`src/fault_mgr_defs.svh`:
```
// constants for the motor driver fault manager
// assumes inclusion by bare name before the package or module header
`ifndef FAULT_MGR_DEFS_SVH
`define FAULT_MGR_DEFS_SVH

// core clock period in picoseconds (125 MHz)
`define CLK_PERIOD_PS 8000
// overcurrent retry time in microseconds
`define OC_RETRY_US 500
// stall retry time in milliseconds
`define STALL_RETRY_MS 100
// stall detection time in milliseconds
`define STALL_DET_MS 1000
// derived cycle counts: cycles per unit first, so no product leaves 32 bits
`define OC_RETRY_CYC (`OC_RETRY_US * (1000000 / `CLK_PERIOD_PS))
`define STALL_RETRY_CYC (`STALL_RETRY_MS * (1000000000 / `CLK_PERIOD_PS))
`define STALL_DET_CYC (`STALL_DET_MS * (1000000000 / `CLK_PERIOD_PS))
// timer width
`define TIMER_W 32
// mode encodings
`define ACT_LATCH 2'b00
`define ACT_RETRY 2'b01
`define ACT_REPORT 2'b10
`define ACT_NONE 2'b11
// flag vector positions
`define FLG_FAULT 0
`define FLG_POR 1
`define FLG_BUCK 2
`define FLG_PUMP 3
`define FLG_OV 4
`define FLG_OC 5
`define FLG_SER 6
`define FLG_TRIM 7
`define FLG_STALL 8
`define FLG_WARN 9
`define FLG_OTS 10
`define FLG_W 11

`endif

```
`src/fault_mgr_pkg.sv`:
```
// types shared by the fault manager modules
// assumes fault_mgr_defs.svh is available for inclusion
`include "fault_mgr_defs.svh"
package fault_mgr_pkg;
	// detector inputs grouped together
	typedef struct packed {
		logic supply_uv;
		logic analog_uv;
		logic flag_a;
		logic pump_undervoltage;
		logic overvoltage;
		logic overcurrent;
		logic serial_err;
		logic trim_err;
		logic hall_edge;
		logic thermal_warn;
		logic die_overtemp;
		logic fet_area_overtemp;
	} detect_type;
	// configuration inputs
	typedef struct packed {
		logic overvoltage_enable;
		logic [1:0] overcurrent_action_sel;
		logic serial_error_report_off;
		logic [1:0] stall_action_sel;
		logic thermal_warn_report_en;
	} config_type;
	// retry state machine, one-hot
	typedef enum logic [2:0] {
		RT_IDLE = 3'b001,
		RT_WAIT = 3'b010,
		RT_HOLD = 3'b100
	} retry_state_type;
endpackage : fault_mgr_pkg

```
`src/retry_timer.sv`:
```
// retry timer: holds the FETs off for a set count after a trigger
// assumes synchronous trigger and a level-sensitive mode enable
`timescale 1ns/1ps
`default_nettype none
`include "fault_mgr_defs.svh"
module retry_timer
	import fault_mgr_pkg::*;
#(
	parameter logic [`TIMER_W-1:0] RETRY_CYC = 32'h0000_0010
) (
	input wire logic core_clk,
	input wire logic rst_n,
	input wire logic trigger,
	input wire logic clr,
	output logic busy,
	output logic done
);
	// ==================================================
	// state
	typedef struct packed {
		retry_state_type st;
		logic [`TIMER_W-1:0] cnt;
		logic done;
	} st_type;
	st_type s_r, s_nxt;

	// next state: count down then release with a done pulse
	always_comb begin
		s_nxt = s_r;
		s_nxt.done = 1'b0;
		case (s_r.st)
			RT_IDLE: begin
				if (trigger) begin
					s_nxt.st = RT_WAIT;
					s_nxt.cnt = RETRY_CYC;
				end
			end
			RT_WAIT: begin
				// clear command ends the wait early
				if (clr) begin
					s_nxt.st = RT_IDLE;
				end else if (s_r.cnt <= 32'h0000_0001) begin
					s_nxt.st = RT_HOLD;
					s_nxt.done = 1'b1;
				end else begin
					s_nxt.cnt = s_r.cnt - 32'h0000_0001;
				end
			end
			RT_HOLD: begin
				s_nxt.st = RT_IDLE;
			end
			default: begin
				s_nxt.st = RT_IDLE;
			end
		endcase
	end

	// state register
	always_ff @(posedge core_clk or negedge rst_n) begin
		if (!rst_n) begin
			s_r <= '{st: RT_IDLE, cnt: '0, done: 1'b0};
		end else begin
			s_r <= s_nxt;
		end
	end

	assign busy = (s_r.st == RT_WAIT);
	assign done = s_r.done;
endmodule : retry_timer
`default_nettype wire

```
`src/stall_timer.sv`:
```
// stall detector: counts cycles since the last hall transition
// assumes hall_edge is a one-cycle pulse per valid transition
`timescale 1ns/1ps
`default_nettype none
`include "fault_mgr_defs.svh"
module stall_timer
	import fault_mgr_pkg::*;
#(
	parameter logic [`TIMER_W-1:0] DET_CYC = 32'h0000_0100
) (
	input wire logic core_clk,
	input wire logic rst_n,
	input wire logic hall_edge,
	input wire logic run,
	output logic stalled
);
	// ==================================================
	// state
	typedef struct packed {
		logic [`TIMER_W-1:0] cnt;
		logic stalled;
	} st_type;
	st_type s_r, s_nxt;

	// count idle cycles, restart on any edge or when not running
	always_comb begin
		s_nxt = s_r;
		if (hall_edge || !run) begin
			s_nxt.cnt = '0;
			s_nxt.stalled = 1'b0;
		end else if (s_r.cnt >= DET_CYC - 32'h0000_0001) begin
			s_nxt.stalled = 1'b1;
		end else begin
			s_nxt.cnt = s_r.cnt + 32'h0000_0001;
		end
	end

	// state register
	always_ff @(posedge core_clk or negedge rst_n) begin
		if (!rst_n) begin
			s_r <= '{cnt: '0, stalled: 1'b0};
		end else begin
			s_r <= s_nxt;
		end
	end

	assign stalled = s_r.stalled;
endmodule : stall_timer
`default_nettype wire

```
`src/motor_driver_fault_manager.sv`:
```
// fault supervision for a three-phase motor driver
// assumes synchronous detector inputs and power-on reset on rst_n
`timescale 1ns/1ps
`default_nettype none
`include "fault_mgr_defs.svh"
module motor_driver_fault_manager
	import fault_mgr_pkg::*;
#(
	parameter logic [`TIMER_W-1:0] OC_RETRY_CYC = `OC_RETRY_CYC,
	parameter logic [`TIMER_W-1:0] STALL_RETRY_CYC = `STALL_RETRY_CYC,
	parameter logic [`TIMER_W-1:0] STALL_DET_CYC = `STALL_DET_CYC
) (
	input wire logic core_clk,
	input wire logic rst_n,
	input wire detect_type det,
	input wire config_type cfg,
	input wire logic clear_faults_cmd,
	input wire logic sleep_reset_pulse,
	input wire logic motor_run,
	output logic fets_hiz,
	output logic pump_enable,
	output logic logic_enable,
	output logic fault_n_pin,
	output logic [`FLG_W-1:0] chip_status_reg,
	output logic buck_fault_flag
);
	// ==================================================
	// state
	typedef struct packed {
		logic [`FLG_W-1:0] flags;
		logic oc_latched;
		logic stall_latched;
		logic stall_report;
		logic uv_seen;
		logic fets_hiz;
		logic pump_en;
		logic logic_en;
		logic fault_n;
	} st_type;
	st_type s_r, s_nxt;

	// ==================================================
	// timers
	logic oc_busy, oc_done, st_busy, stalled;
	logic oc_trig, st_trig, clr_any;

	assign clr_any = clear_faults_cmd || sleep_reset_pulse;
	assign oc_trig = det.overcurrent && !oc_busy
		&& (cfg.overcurrent_action_sel == `ACT_RETRY);
	assign st_trig = stalled && !st_busy
		&& (cfg.stall_action_sel == `ACT_RETRY);

	// overcurrent retry timer
	retry_timer #(.RETRY_CYC(OC_RETRY_CYC)) u_oc_retry (
		.core_clk(core_clk),
		.rst_n(rst_n),
		.trigger(oc_trig),
		.clr(clr_any),
		.busy(oc_busy),
		.done(oc_done)
	);

	// stall retry timer
	retry_timer #(.RETRY_CYC(STALL_RETRY_CYC)) u_st_retry (
		.core_clk(core_clk),
		.rst_n(rst_n),
		.trigger(st_trig),
		.clr(clr_any),
		.busy(st_busy),
		.done()
	);

	// hall activity watchdog, held at zero count while FETs are off
	stall_timer #(.DET_CYC(STALL_DET_CYC)) u_stall (
		.core_clk(core_clk),
		.rst_n(rst_n),
		.hall_edge(det.hall_edge),
		.run(motor_run && !s_r.fets_hiz),
		.stalled(stalled)
	);

	// ==================================================
	// next state
	logic uv_now, ov_now, ots_now, oc_act, st_act;
	logic [`FLG_W-1:0] set_v, cause_v;
	logic hiz, report;

	always_comb begin
		s_nxt = s_r;
		uv_now = det.supply_uv || det.analog_uv;
		ov_now = det.overvoltage && cfg.overvoltage_enable;
		ots_now = det.die_overtemp || det.fet_area_overtemp;
		oc_act = det.overcurrent
			&& (cfg.overcurrent_action_sel == `ACT_LATCH
			|| cfg.overcurrent_action_sel == `ACT_RETRY);
		st_act = stalled && (cfg.stall_action_sel != `ACT_NONE);
		// flags set this cycle
		set_v = '0;
		set_v[`FLG_BUCK] = det.flag_a;
		set_v[`FLG_PUMP] = det.pump_undervoltage;
		set_v[`FLG_OV] = ov_now;
		set_v[`FLG_OC] = oc_act;
		set_v[`FLG_SER] = det.serial_err && !cfg.serial_error_report_off;
		set_v[`FLG_TRIM] = det.trim_err;
		set_v[`FLG_STALL] = st_act;
		set_v[`FLG_WARN] = det.thermal_warn;
		set_v[`FLG_OTS] = ots_now;
		// por flag set (latched high in status) on recovery from undervoltage
		set_v[`FLG_POR] = s_r.uv_seen && !uv_now;
		set_v[`FLG_FAULT] = |set_v[`FLG_OTS:`FLG_BUCK];
		// conditions still present block a clear
		cause_v = set_v;
		cause_v[`FLG_POR] = uv_now;
		cause_v[`FLG_TRIM] = 1'b1; // only sleep reset clears trim error
		cause_v[`FLG_FAULT] = 1'b0;
		s_nxt.uv_seen = uv_now || (s_r.uv_seen && uv_now);
		// clear first, set wins
		if (clear_faults_cmd) begin
			s_nxt.flags = s_r.flags & cause_v;
		end
		if (sleep_reset_pulse) begin
			s_nxt.flags = s_r.flags & (cause_v & ~(`FLG_W'(1) << `FLG_TRIM));
		end
		s_nxt.flags = s_nxt.flags | set_v;
		if (s_nxt.flags[`FLG_OTS:`FLG_BUCK] != '0) begin
			s_nxt.flags[`FLG_FAULT] = 1'b1;
		end
		// overcurrent latched shutdown until clear
		if (det.overcurrent && cfg.overcurrent_action_sel == `ACT_LATCH) begin
			s_nxt.oc_latched = 1'b1;
		end else if (clr_any && !det.overcurrent) begin
			s_nxt.oc_latched = 1'b0;
		end
		// stall latch or report until clear
		if (stalled && cfg.stall_action_sel == `ACT_LATCH) begin
			s_nxt.stall_latched = 1'b1;
		end else if (clr_any && !stalled) begin
			s_nxt.stall_latched = 1'b0;
		end
		if (stalled && cfg.stall_action_sel == `ACT_REPORT) begin
			s_nxt.stall_report = 1'b1;
		end else if (clr_any && !stalled) begin
			s_nxt.stall_report = 1'b0;
		end
		// FET tri-state decision
		hiz = uv_now || ov_now || ots_now || det.pump_undervoltage
			|| s_nxt.flags[`FLG_TRIM] || s_nxt.oc_latched
			|| oc_busy || oc_trig || s_nxt.stall_latched
			|| st_busy || st_trig;
		// fault pin reporting
		report = det.flag_a || det.pump_undervoltage || ov_now
			|| s_nxt.oc_latched || oc_busy || oc_trig
			|| (det.serial_err && !cfg.serial_error_report_off)
			|| s_nxt.flags[`FLG_SER]
			|| s_nxt.flags[`FLG_TRIM] || s_nxt.stall_latched
			|| st_busy || st_trig || s_nxt.stall_report
			|| (det.thermal_warn && cfg.thermal_warn_report_en)
			|| ots_now;
		s_nxt.fets_hiz = hiz;
		s_nxt.pump_en = !uv_now;
		s_nxt.logic_en = !uv_now;
		s_nxt.fault_n = !(report && !uv_now);
	end

	// state register
	always_ff @(posedge core_clk or negedge rst_n) begin
		if (!rst_n) begin
			s_r <= '{flags: '0, oc_latched: 1'b0, stall_latched: 1'b0,
				stall_report: 1'b0, uv_seen: 1'b0, fets_hiz: 1'b1,
				pump_en: 1'b0, logic_en: 1'b0, fault_n: 1'b1};
		end else begin
			s_r <= s_nxt;
		end
	end

	// ==================================================
	// outputs straight from flops
	assign fets_hiz = s_r.fets_hiz;
	assign pump_enable = s_r.pump_en;
	assign logic_enable = s_r.logic_en;
	assign fault_n_pin = s_r.fault_n;
	assign chip_status_reg = s_r.flags;
	assign buck_fault_flag = s_r.flags[`FLG_BUCK];

	// ==================================================
	// checks
	// supply undervoltage shuts FETs, pump and logic
	chk_uv_hiz: assert property (
		@(posedge core_clk) disable iff (!rst_n)
		det.supply_uv |=> fets_hiz && !pump_enable && !logic_enable)
		else $error("undervoltage did not shut down");

	// analog rail undervoltage shuts FETs and logic
	chk_avdd_hiz: assert property (
		@(posedge core_clk) disable iff (!rst_n)
		det.analog_uv |=> fets_hiz && !logic_enable)
		else $error("analog undervoltage did not shut down");

	// rails back: pump and logic return without a command
	chk_uv_resume: assert property (
		@(posedge core_clk) disable iff (!rst_n)
		!uv_now |=> pump_enable && logic_enable)
		else $error("no automatic restart after undervoltage");

	// por flag latched on the cycle the rails return
	chk_por_latch: assert property (
		@(posedge core_clk) disable iff (!rst_n)
		!uv_now && $past(uv_now) && $past(rst_n)
		|=> chip_status_reg[`FLG_POR])
		else $error("por flag not latched");

	// buck undervoltage reported, drive left running
	chk_buck_pin: assert property (
		@(posedge core_clk) disable iff (!rst_n)
		det.flag_a && !det.supply_uv && !det.analog_uv
		|=> !fault_n_pin && buck_fault_flag)
		else $error("buck undervoltage not reported");

	// buck flag only falls after a clear or sleep pulse
	chk_buck_hold: assert property (
		@(posedge core_clk) disable iff (!rst_n)
		buck_fault_flag && !clear_faults_cmd && !sleep_reset_pulse
		|=> buck_fault_flag)
		else $error("buck flag dropped without clear");

	// clear pulse drops a flag whose cause is gone
	chk_clear_flags: assert property (
		@(posedge core_clk) disable iff (!rst_n)
		clear_faults_cmd && !det.flag_a |=> !buck_fault_flag)
		else $error("clear left a stale flag");

	// disabled overvoltage never raises its flag
	chk_ov_off: assert property (
		@(posedge core_clk) disable iff (!rst_n)
		det.overvoltage && !cfg.overvoltage_enable |=>
		!chip_status_reg[`FLG_OV] || $past(chip_status_reg[`FLG_OV]))
		else $error("disabled overvoltage set flag");

	// latched overcurrent: FETs off, pin low, flag up
	chk_oc_latch: assert property (
		@(posedge core_clk) disable iff (!rst_n)
		det.overcurrent && cfg.overcurrent_action_sel == `ACT_LATCH
		&& !uv_now |=> fets_hiz && !fault_n_pin && chip_status_reg[`FLG_OC])
		else $error("latched overcurrent not acted on");

	// retry overcurrent: FETs off and pin low during the wait
	chk_oc_retry: assert property (
		@(posedge core_clk) disable iff (!rst_n)
		det.overcurrent && cfg.overcurrent_action_sel == `ACT_RETRY
		&& !uv_now |=> fets_hiz && !fault_n_pin)
		else $error("retry overcurrent not acted on");

	// overcurrent flag survives the automatic restart
	chk_oc_sticky: assert property (
		@(posedge core_clk) disable iff (!rst_n)
		oc_done |=> chip_status_reg[`FLG_OC] || $past(clr_any))
		else $error("overcurrent flag lost at retry");

	// serial error reported while reporting is on
	chk_ser_report: assert property (
		@(posedge core_clk) disable iff (!rst_n)
		det.serial_err && !cfg.serial_error_report_off && !uv_now
		|=> !fault_n_pin && chip_status_reg[`FLG_SER])
		else $error("serial error not reported");

	// serial error ignored while reporting is off
	chk_ser_quiet: assert property (
		@(posedge core_clk) disable iff (!rst_n)
		det.serial_err && cfg.serial_error_report_off
		&& !chip_status_reg[`FLG_SER] |=> !chip_status_reg[`FLG_SER])
		else $error("suppressed serial error set flag");

	// trim error holds FETs off until a sleep pulse
	chk_trim_latch: assert property (
		@(posedge core_clk) disable iff (!rst_n)
		chip_status_reg[`FLG_TRIM] && !sleep_reset_pulse
		|=> chip_status_reg[`FLG_TRIM] && fets_hiz)
		else $error("trim error released early");

	// latched stall: FETs off and flag up
	chk_stall_latch: assert property (
		@(posedge core_clk) disable iff (!rst_n)
		stalled && cfg.stall_action_sel == `ACT_LATCH
		|=> fets_hiz && chip_status_reg[`FLG_STALL])
		else $error("latched stall not acted on");

	// stall with no action leaves the flag alone
	chk_stall_quiet: assert property (
		@(posedge core_clk) disable iff (!rst_n)
		stalled && cfg.stall_action_sel == `ACT_NONE
		&& !chip_status_reg[`FLG_STALL] |=> !chip_status_reg[`FLG_STALL])
		else $error("ignored stall set flag");

	// reported thermal warning pulls the pin low
	chk_warn_pin: assert property (
		@(posedge core_clk) disable iff (!rst_n)
		det.thermal_warn && cfg.thermal_warn_report_en && !uv_now
		|=> !fault_n_pin && chip_status_reg[`FLG_WARN])
		else $error("thermal warning not reported");

	// thermal shutdown: FETs off and flag up
	chk_tsd_hiz: assert property (
		@(posedge core_clk) disable iff (!rst_n)
		det.die_overtemp |=> fets_hiz && chip_status_reg[`FLG_OTS])
		else $error("thermal shutdown not acted on");

	// pump undervoltage: FETs off and flag up
	chk_pump_hiz: assert property (
		@(posedge core_clk) disable iff (!rst_n)
		det.pump_undervoltage |=> fets_hiz && chip_status_reg[`FLG_PUMP])
		else $error("pump undervoltage not acted on");
endmodule : motor_driver_fault_manager
`default_nettype wire

```
`config.mk`:
```
export PLATFORM = sky130hd
export DESIGN_NAME = motor_driver_fault_manager
export DESIGN_NICKNAME = d
export VERILOG_FILES = /design/src/fault_mgr_pkg.sv /design/src/retry_timer.sv /design/src/stall_timer.sv /design/src/motor_driver_fault_manager.sv
export VERILOG_INCLUDE_DIRS = /design/src
export SDC_FILE = /design/constraint.sdc
export NUM_CORES = 1
export LEC_CHECK = 0
export BUFFER_PORTS_ARGS = -buffer_cell sky130_fd_sc_hd__buf_4
export CORE_ASPECT_RATIO = 1.2
export CORE_UTILIZATION = 35
export CTS_CLUSTER_DIAMETER = 50
export DETAILED_ROUTE_END_ITERATION = 16
export GPL_TIMING_DRIVEN = 0
export PLACE_DENSITY = 0.55
export SKIP_LAST_GASP = 1
export SYNTH_ARGS = -nofsm -noshare
export SYNTH_HDL_FRONTEND = slang
export SYNTH_SLANG_ARGS = --single-unit
```
`constraint.sdc`:
```
create_clock -name core_clk -period 7.4 [get_ports core_clk]
set_clock_uncertainty 0.2 [all_clocks]
set_input_delay 0.74 -clock core_clk [delete_from_list [all_inputs] [get_ports core_clk]]
set_output_delay 0.74 -clock core_clk [all_outputs]
set_load 0.01 [all_outputs]
```
==> flow_summary.json, run 1 <==
{
  "reg2reg_from": "u_oc_retry.s_r[11]",
  "setup_tns_ps": 0,
  "ctsResizeCount": 0,
  "final_nets": 794,
  "cts_root_buf": "clkbuf_16",
  "diodes": 0,
  "relSlewSlack_pct": 34.6,
  "worst_hold_path_type": "primary input to async pin",
  "synth_edf_count": 0,
  "setup_slack_ps": 4090,
  "hold-worst-slack_ps": 12.0,
  "yosys_warnings": 0,
  "grt_pass1_wl_um": 26600,
  "clockBufferDepth": 2,
  "setup_viol": 0,
  "dpl_cell_area_um2": 6940,
  "drv_cap": 0,
  "hold_viol_final": 0,
  "endpoint_kind": "flop",
  "start_util_pct": 35.9,
  "num_vias": 5564,
  "num-fill-cells": 1702,
  "powerDensity_nw_per_um2": 214,
  "cts_buffers": 17,
  "dp_slack_ps": 4050,
  "status": "finished clean",
  "dieArea_um2": 18700,
  "cp_data_arrival_time_ps": 3430,
  "startpoint": "u_oc_retry.s_r[11]",
  "placedCellCount": 966,
  "synth_area_per_cell_um2": 8.98,
  "drc": 0,
  "finalInstanceArea_um2": 7520,
  "synth_cell_types": 59,
  "grt_max_degree": 87,
  "synth_ff_type": "dfrtp_1",
  "routed_wirelength_um": 15900,
  "final_util_pct": 42.7,
  "rows": 53,
  "final.min_clock_period_ps": 3310,
  "holdBufCountCts": 0,
  "antenna_found_initial": 0,
  "syn-instance-count": 706,
  "vias_per_cell": 5.58,
  "die_x_um": 125,
  "wl_per_cell_um": 16.0,
  "h-tree-depth": 4,
  "core_area_um2": 17600,
  "cts_tree": "done",
  "grt_usage_pct": 17.9,
  "synth_area_leaders": "dfrtp_1, o21ai_0, nor2_1",
  "hpwl_um": 11400,
  "globalRouteOverflowTotal": 0,
  "ant_nets": 0,
  "synth_fp_nets": 735,
  "tightestPinTransition_ps": 972,
  "clkLatencyLatePin_ps": 420,
  "grt_pass1_vias": 5467,
  "fin_crit_sh_pct": 44.7,
  "clk_pin_slew_ps": 60,
  "area_growth_pct": 18.7,
  "maxSlewViolCount": 0,
  "async_flop_share_pct": 100,
  "port_buffers": 39,
  "fmax_mhz": 302,
  "die_h_um": 149,
  "cts.sinks": 121,
  "drive_above_1_share_pct": 14.2,
  "critPathLaunchType": "flop",
  "pin_count": 40,
  "path_class": "flop to flop",
  "stdcell_count": 997,
  "top_regs": "u_oc_retry.s_r (35), u_st_retry.s_r (35), u_stall.s_r (32)",
  "netlist_area_um2": 6340,
  "gp_congestion": 0.861,
  "total_power_mw": 1.61,
  "cp.required_ps": 7530,
  "synth_largest_area_cell": "dfrtp_1",
  "critPathMaxFanout": 10,
  "synth_top_area_share_pct": 46.2,
  "drt_iter0_drc": 294,
  "post_cts.repair.setup_buffers": 0,
  "rsz0062_at_grt": "no",
  "ir_worst_vdd_mv": 0.155,
  "synth-seq-cells": 121,
  "power.leakage_nw": 3.28,
  "dr.pass1.iters": 5,
  "yosysSeqAreaShare_pct": 47.8
}
-- cells in the mapped netlist, types with 5 or more instances --
master,instances
a21o_1,8
a21oi_1,53
a31oi_1,7
and3_1,19
buf_4,13
clkbuf_1,19
dfrtp_1,117
ha_1,5
inv_1,17
nand2_1,51
nand3_1,26
nand3b_1,7
nand4_1,13
nor2_1,79
nor3_1,28
nor4_1,12
o21a_1,5
o21ai_0,77
o21ai_1,6
o31ai_1,18
o41ai_1,7
or3_1,26
or4_1,12
xor2_1,11
-- path summary, 6_finish.rpt --
path                                       to  slack, ps  depth (start not counted)
min                           u_stall.s_r[26]         10                          1
max reg2reg                u_oc_retry.s_r[23]       4090                          7
min in group core_clk      u_st_retry.s_r[20]        270                          1
max in group asynchronous  u_oc_retry.s_r[33]       6200                          2
max                        u_oc_retry.s_r[23]       4090                          7
min reg2reg                u_st_retry.s_r[20]        270                          1
-- layer usage --
layer,GRT usage [%],vias up,part of all wire [%]
met5,0,-,0
met4,7.68,0,2.0
met3,3.25,27,3.2
met2,33.3,100,53
met1,20.0,2724,42
li1,-,2713,-
-- cells by family after synthesis --
| group | synth area share, % |
|---|---|
| compound gates | 19.8 |
| buf+inv | 4.74 |
| simple gates | 24.7 |
| xor+xnor | 1.93 |
| flops | 47.8 |
| fa+ha+maj | 0.987 |
-- power by group --
group          internal [mW]  leakage, nW  switching, mW
Clock                  0.505        0.275          0.310
Combinational         0.0453         1.40         0.0664
Sequential             0.673         1.60        0.00870
-- cells in the final DEF, fill, tap and decap left out, types with 8 or more instances in the layout --
master / instances
clkbuf_16: 17
or3_1: 26
nor2_1: 79
inv_1: 17
buf_4: 51
xor2_1: 11
dfrtp_1: 117
and3_1: 19
or4_1: 12
a21oi_1: 53
nand2_1: 51
nor3_1: 28
clkbuf_1: 19
a21o_1: 8
nor4_1: 12
o21ai_0: 77
nand3_1: 26
nand4_1: 13
o31ai_1: 18
-- final cells by class --
type / instances / area (µm²) / share of cell area (%)
multi-input combinational: 527 / 3010 / 39.9
clock inverter: 13 / 148 / 1.96
inverter: 19 / 71.3 / 0.948
sequential: 121 / 3030 / 40.3
tap: 220 / 275 / 3.66
clock buffer: 18 / 439 / 5.84
buffer: 39 / 229 / 3.04
timing repair buffer: 40 / 324 / 4.31
-- critical path: stages (launching register included) --
cell and delay (ps):
dfrtp_1 420, nor4_1 800, nand3b_1 310, nor4_4 490
a31o_2 270, clkbuf_1 380, o21ai_0 160, a21oi_1 170
Power figures use the tool's default switching activity.
==> run 2: changes to the inputs <==
==> constraint.sdc (replaced) <==
create_clock -name core_clk -period 3.2 [get_ports core_clk]
set_clock_uncertainty 0.2 [all_clocks]
set_input_delay 0.32 -clock core_clk [delete_from_list [all_inputs] [get_ports core_clk]]
set_output_delay 0.32 -clock core_clk [all_outputs]
set_load 0.01 [all_outputs]
==> flow_summary.json, run 2 (same netlist as run 1, synthesis figures left out) <==
{
  "final_common_cell": "dfrtp_1",
  "core_area_um2": 17600,
  "grt_usage_pct": 18.1,
  "p_comb_share_pct": 7.4,
  "worst_hold_path_type": "primary input to flop",
  "h-tree-depth": 4,
  "vias_per_cell": 5.56,
  "port_buffers": 39,
  "area_growth_pct": 21.9,
  "drt_iter0_drc": 300,
  "fmax_mhz": 330,
  "num_vias": 5639,
  "seqPwrFrac_pct": 42.2,
  "globalRouteOverflowTotal": 0,
  "clk_pin_slew_ps": 60,
  "fin_crit_sh_pct": 94.8,
  "diodes": 0,
  "cts_buffers": 17,
  "grt_pass1_vias": 5580,
  "dr.pass1.iters": 4,
  "relSlewSlack_pct": 45.0,
  "routed_wirelength_um": 16200,
  "path_class": "flop to flop",
  "critPathLaunchType": "flop",
  "rows": 53,
  "grt_pass1_wl_um": 27000,
  "stdcell_count": 1015,
  "status": "finished clean",
  "die_h_um": 149,
  "wl_per_cell_um": 15.9,
  "placedCellCount": 966,
  "grt_max_degree": 87,
  "cts_root_buf": "clkbuf_16",
  "crit_family": "simple AND/OR/NAND/NOR gates",
  "cts.sinks": 121,
  "power.leakage_nw": 3.37,
  "cp_slowest_cell": "nor4_1",
  "cp_data_arrival_time_ps": 3120,
  "drv_cap": 0,
  "drive_above_1_share_pct": 14.6,
  "antenna_found_initial": 0,
  "gp_congestion": 0.861,
  "ant_nets": 0,
  "final_util_pct": 43.8,
  "clockBufferDepth": 2,
  "maxSlewViolCount": 0,
  "setup_tns_ps": 0,
  "critPathMaxFanout": 10,
  "setup_viol": 0,
  "hpwl_um": 11400,
  "drc": 0,
  "die_x_um": 125,
  "top_regs": "u_oc_retry.s_r (35), u_st_retry.s_r (35), u_stall.s_r (32)",
  "final.min_clock_period_ps": 3030,
  "internal-power_mw": 2.84,
  "p_sw_mw": 0.894,
  "r2r_slack_ps": 170,
  "clkPwrFrac_pct": 50.4,
  "switching_share_pct": 23.9,
  "pin_count": 40,
  "endpoint_kind": "flop",
  "max_stage_delay_ps": 720,
  "powerDensity_nw_per_um2": 484,
  "critPathBufInv": 3,
  "start_util_pct": 35.9,
  "most-common-layout-cells": "dfrtp_1, nor2_1, o21ai_0, a21oi_1, buf_4",
  "rsz0062_at_grt": "yes",
  "cts_tree": "done",
  "cp_cell_sequence": "nor4_1 -> nand4b_1 -> or4_4 -> buf_6 -> o21ai_4 -> inv_2 -> buf_6 -> a21oi_1 -> a21oi_1",
  "clkLatencyLatePin_ps": 420,
  "final_nets": 812,
  "dieArea_um2": 18700,
  "ir_worst_vdd_mv": 0.358,
  "hold_viol_final": 0,
  "cp.required_ps": 3290,
  "tightestPinTransition_ps": 817
}
run 2: cell count changes in the layout (fill, tap and decap cells not counted), sizes merged:
cell,previous run,this run
dlygate4sd3,0,16
buf,60,62
run 2: path summary, 6_finish.rpt:
path,start,to,cells past startpoint
max reg2reg,u_st_retry.s_r[7],u_st_retry.s_r[19],9
min in group asynchronous,rst_n,u_stall.s_r[26],2
max,u_st_retry.s_r[7],u_st_retry.s_r[19],9
min reg2reg,u_st_retry.s_r[20],u_st_retry.s_r[20],1
min,cfg[6],chip_status_reg[4],2
max in group asynchronous,rst_n,u_oc_retry.s_r[33],3
run 2: power groups by stage:
stage / clock (mW) / sequential (mW) / combinational, mW
floorplan: 0 / 1.60 / 0.142
CTS: 1.93 / 1.58 / 0.279
finish: 1.88 / 1.58 / 0.277
global route: 1.99 / 1.58 / 0.307
global placement: 0 / 1.60 / 0.251
detailed placement: 0 / 1.60 / 0.261
run 2: final cells by class:
class / instances / area (µm²)
timing repair buffer: 58 / 499
clock inverter: 13 / 148
clock buffer: 18 / 439
buffer: 39 / 229
fill: 1693 / 9920
sequential: 121 / 3030
tap: 220 / 275
inverter: 19 / 71.3
multi-input combinational: 527 / 3030
run 2: metal layers:
| metal | up-vias | track usage, % | wire length (µm) | part of all wire (%) |
|---|---|---|---|---|
| met5 | - | 0 | 0 | 0 |
| met4 | 0 | 7.74 | 330 | 2.0 |
| met3 | 32 | 3.22 | 424 | 2.6 |
| met2 | 98 | 34.0 | 8570 | 53 |
| met1 | 2757 | 20.2 | 6850 | 42 |
| li1 | 2752 | - | - | - |
run 2: what timing repair did:
item	CTS	global route
gates resized for setup	1	3
setup endpoints to repair	26	21
hold endpoints to repair	53	0
pin swaps	0	1
hold buffers	16	0
cloned	0	0
buffers inserted	0	2
run 2: per-stage QoR:
step / setup slack, ps / hold slack (ps) / total power, mW / cell area [µm²]
floorplan: 435 / -176 / 1.74 / 6340
global placement: -79.5 / 249 / 1.85 / 6910
detailed placement: -146 / 44.7 / 1.86 / 6940
CTS: 106 / 1.94 / 3.79 / 7690
global route: -1.52 / 21.2 / 3.88 / 7720
finish: 167 / 17.3 / 3.74 / 7720
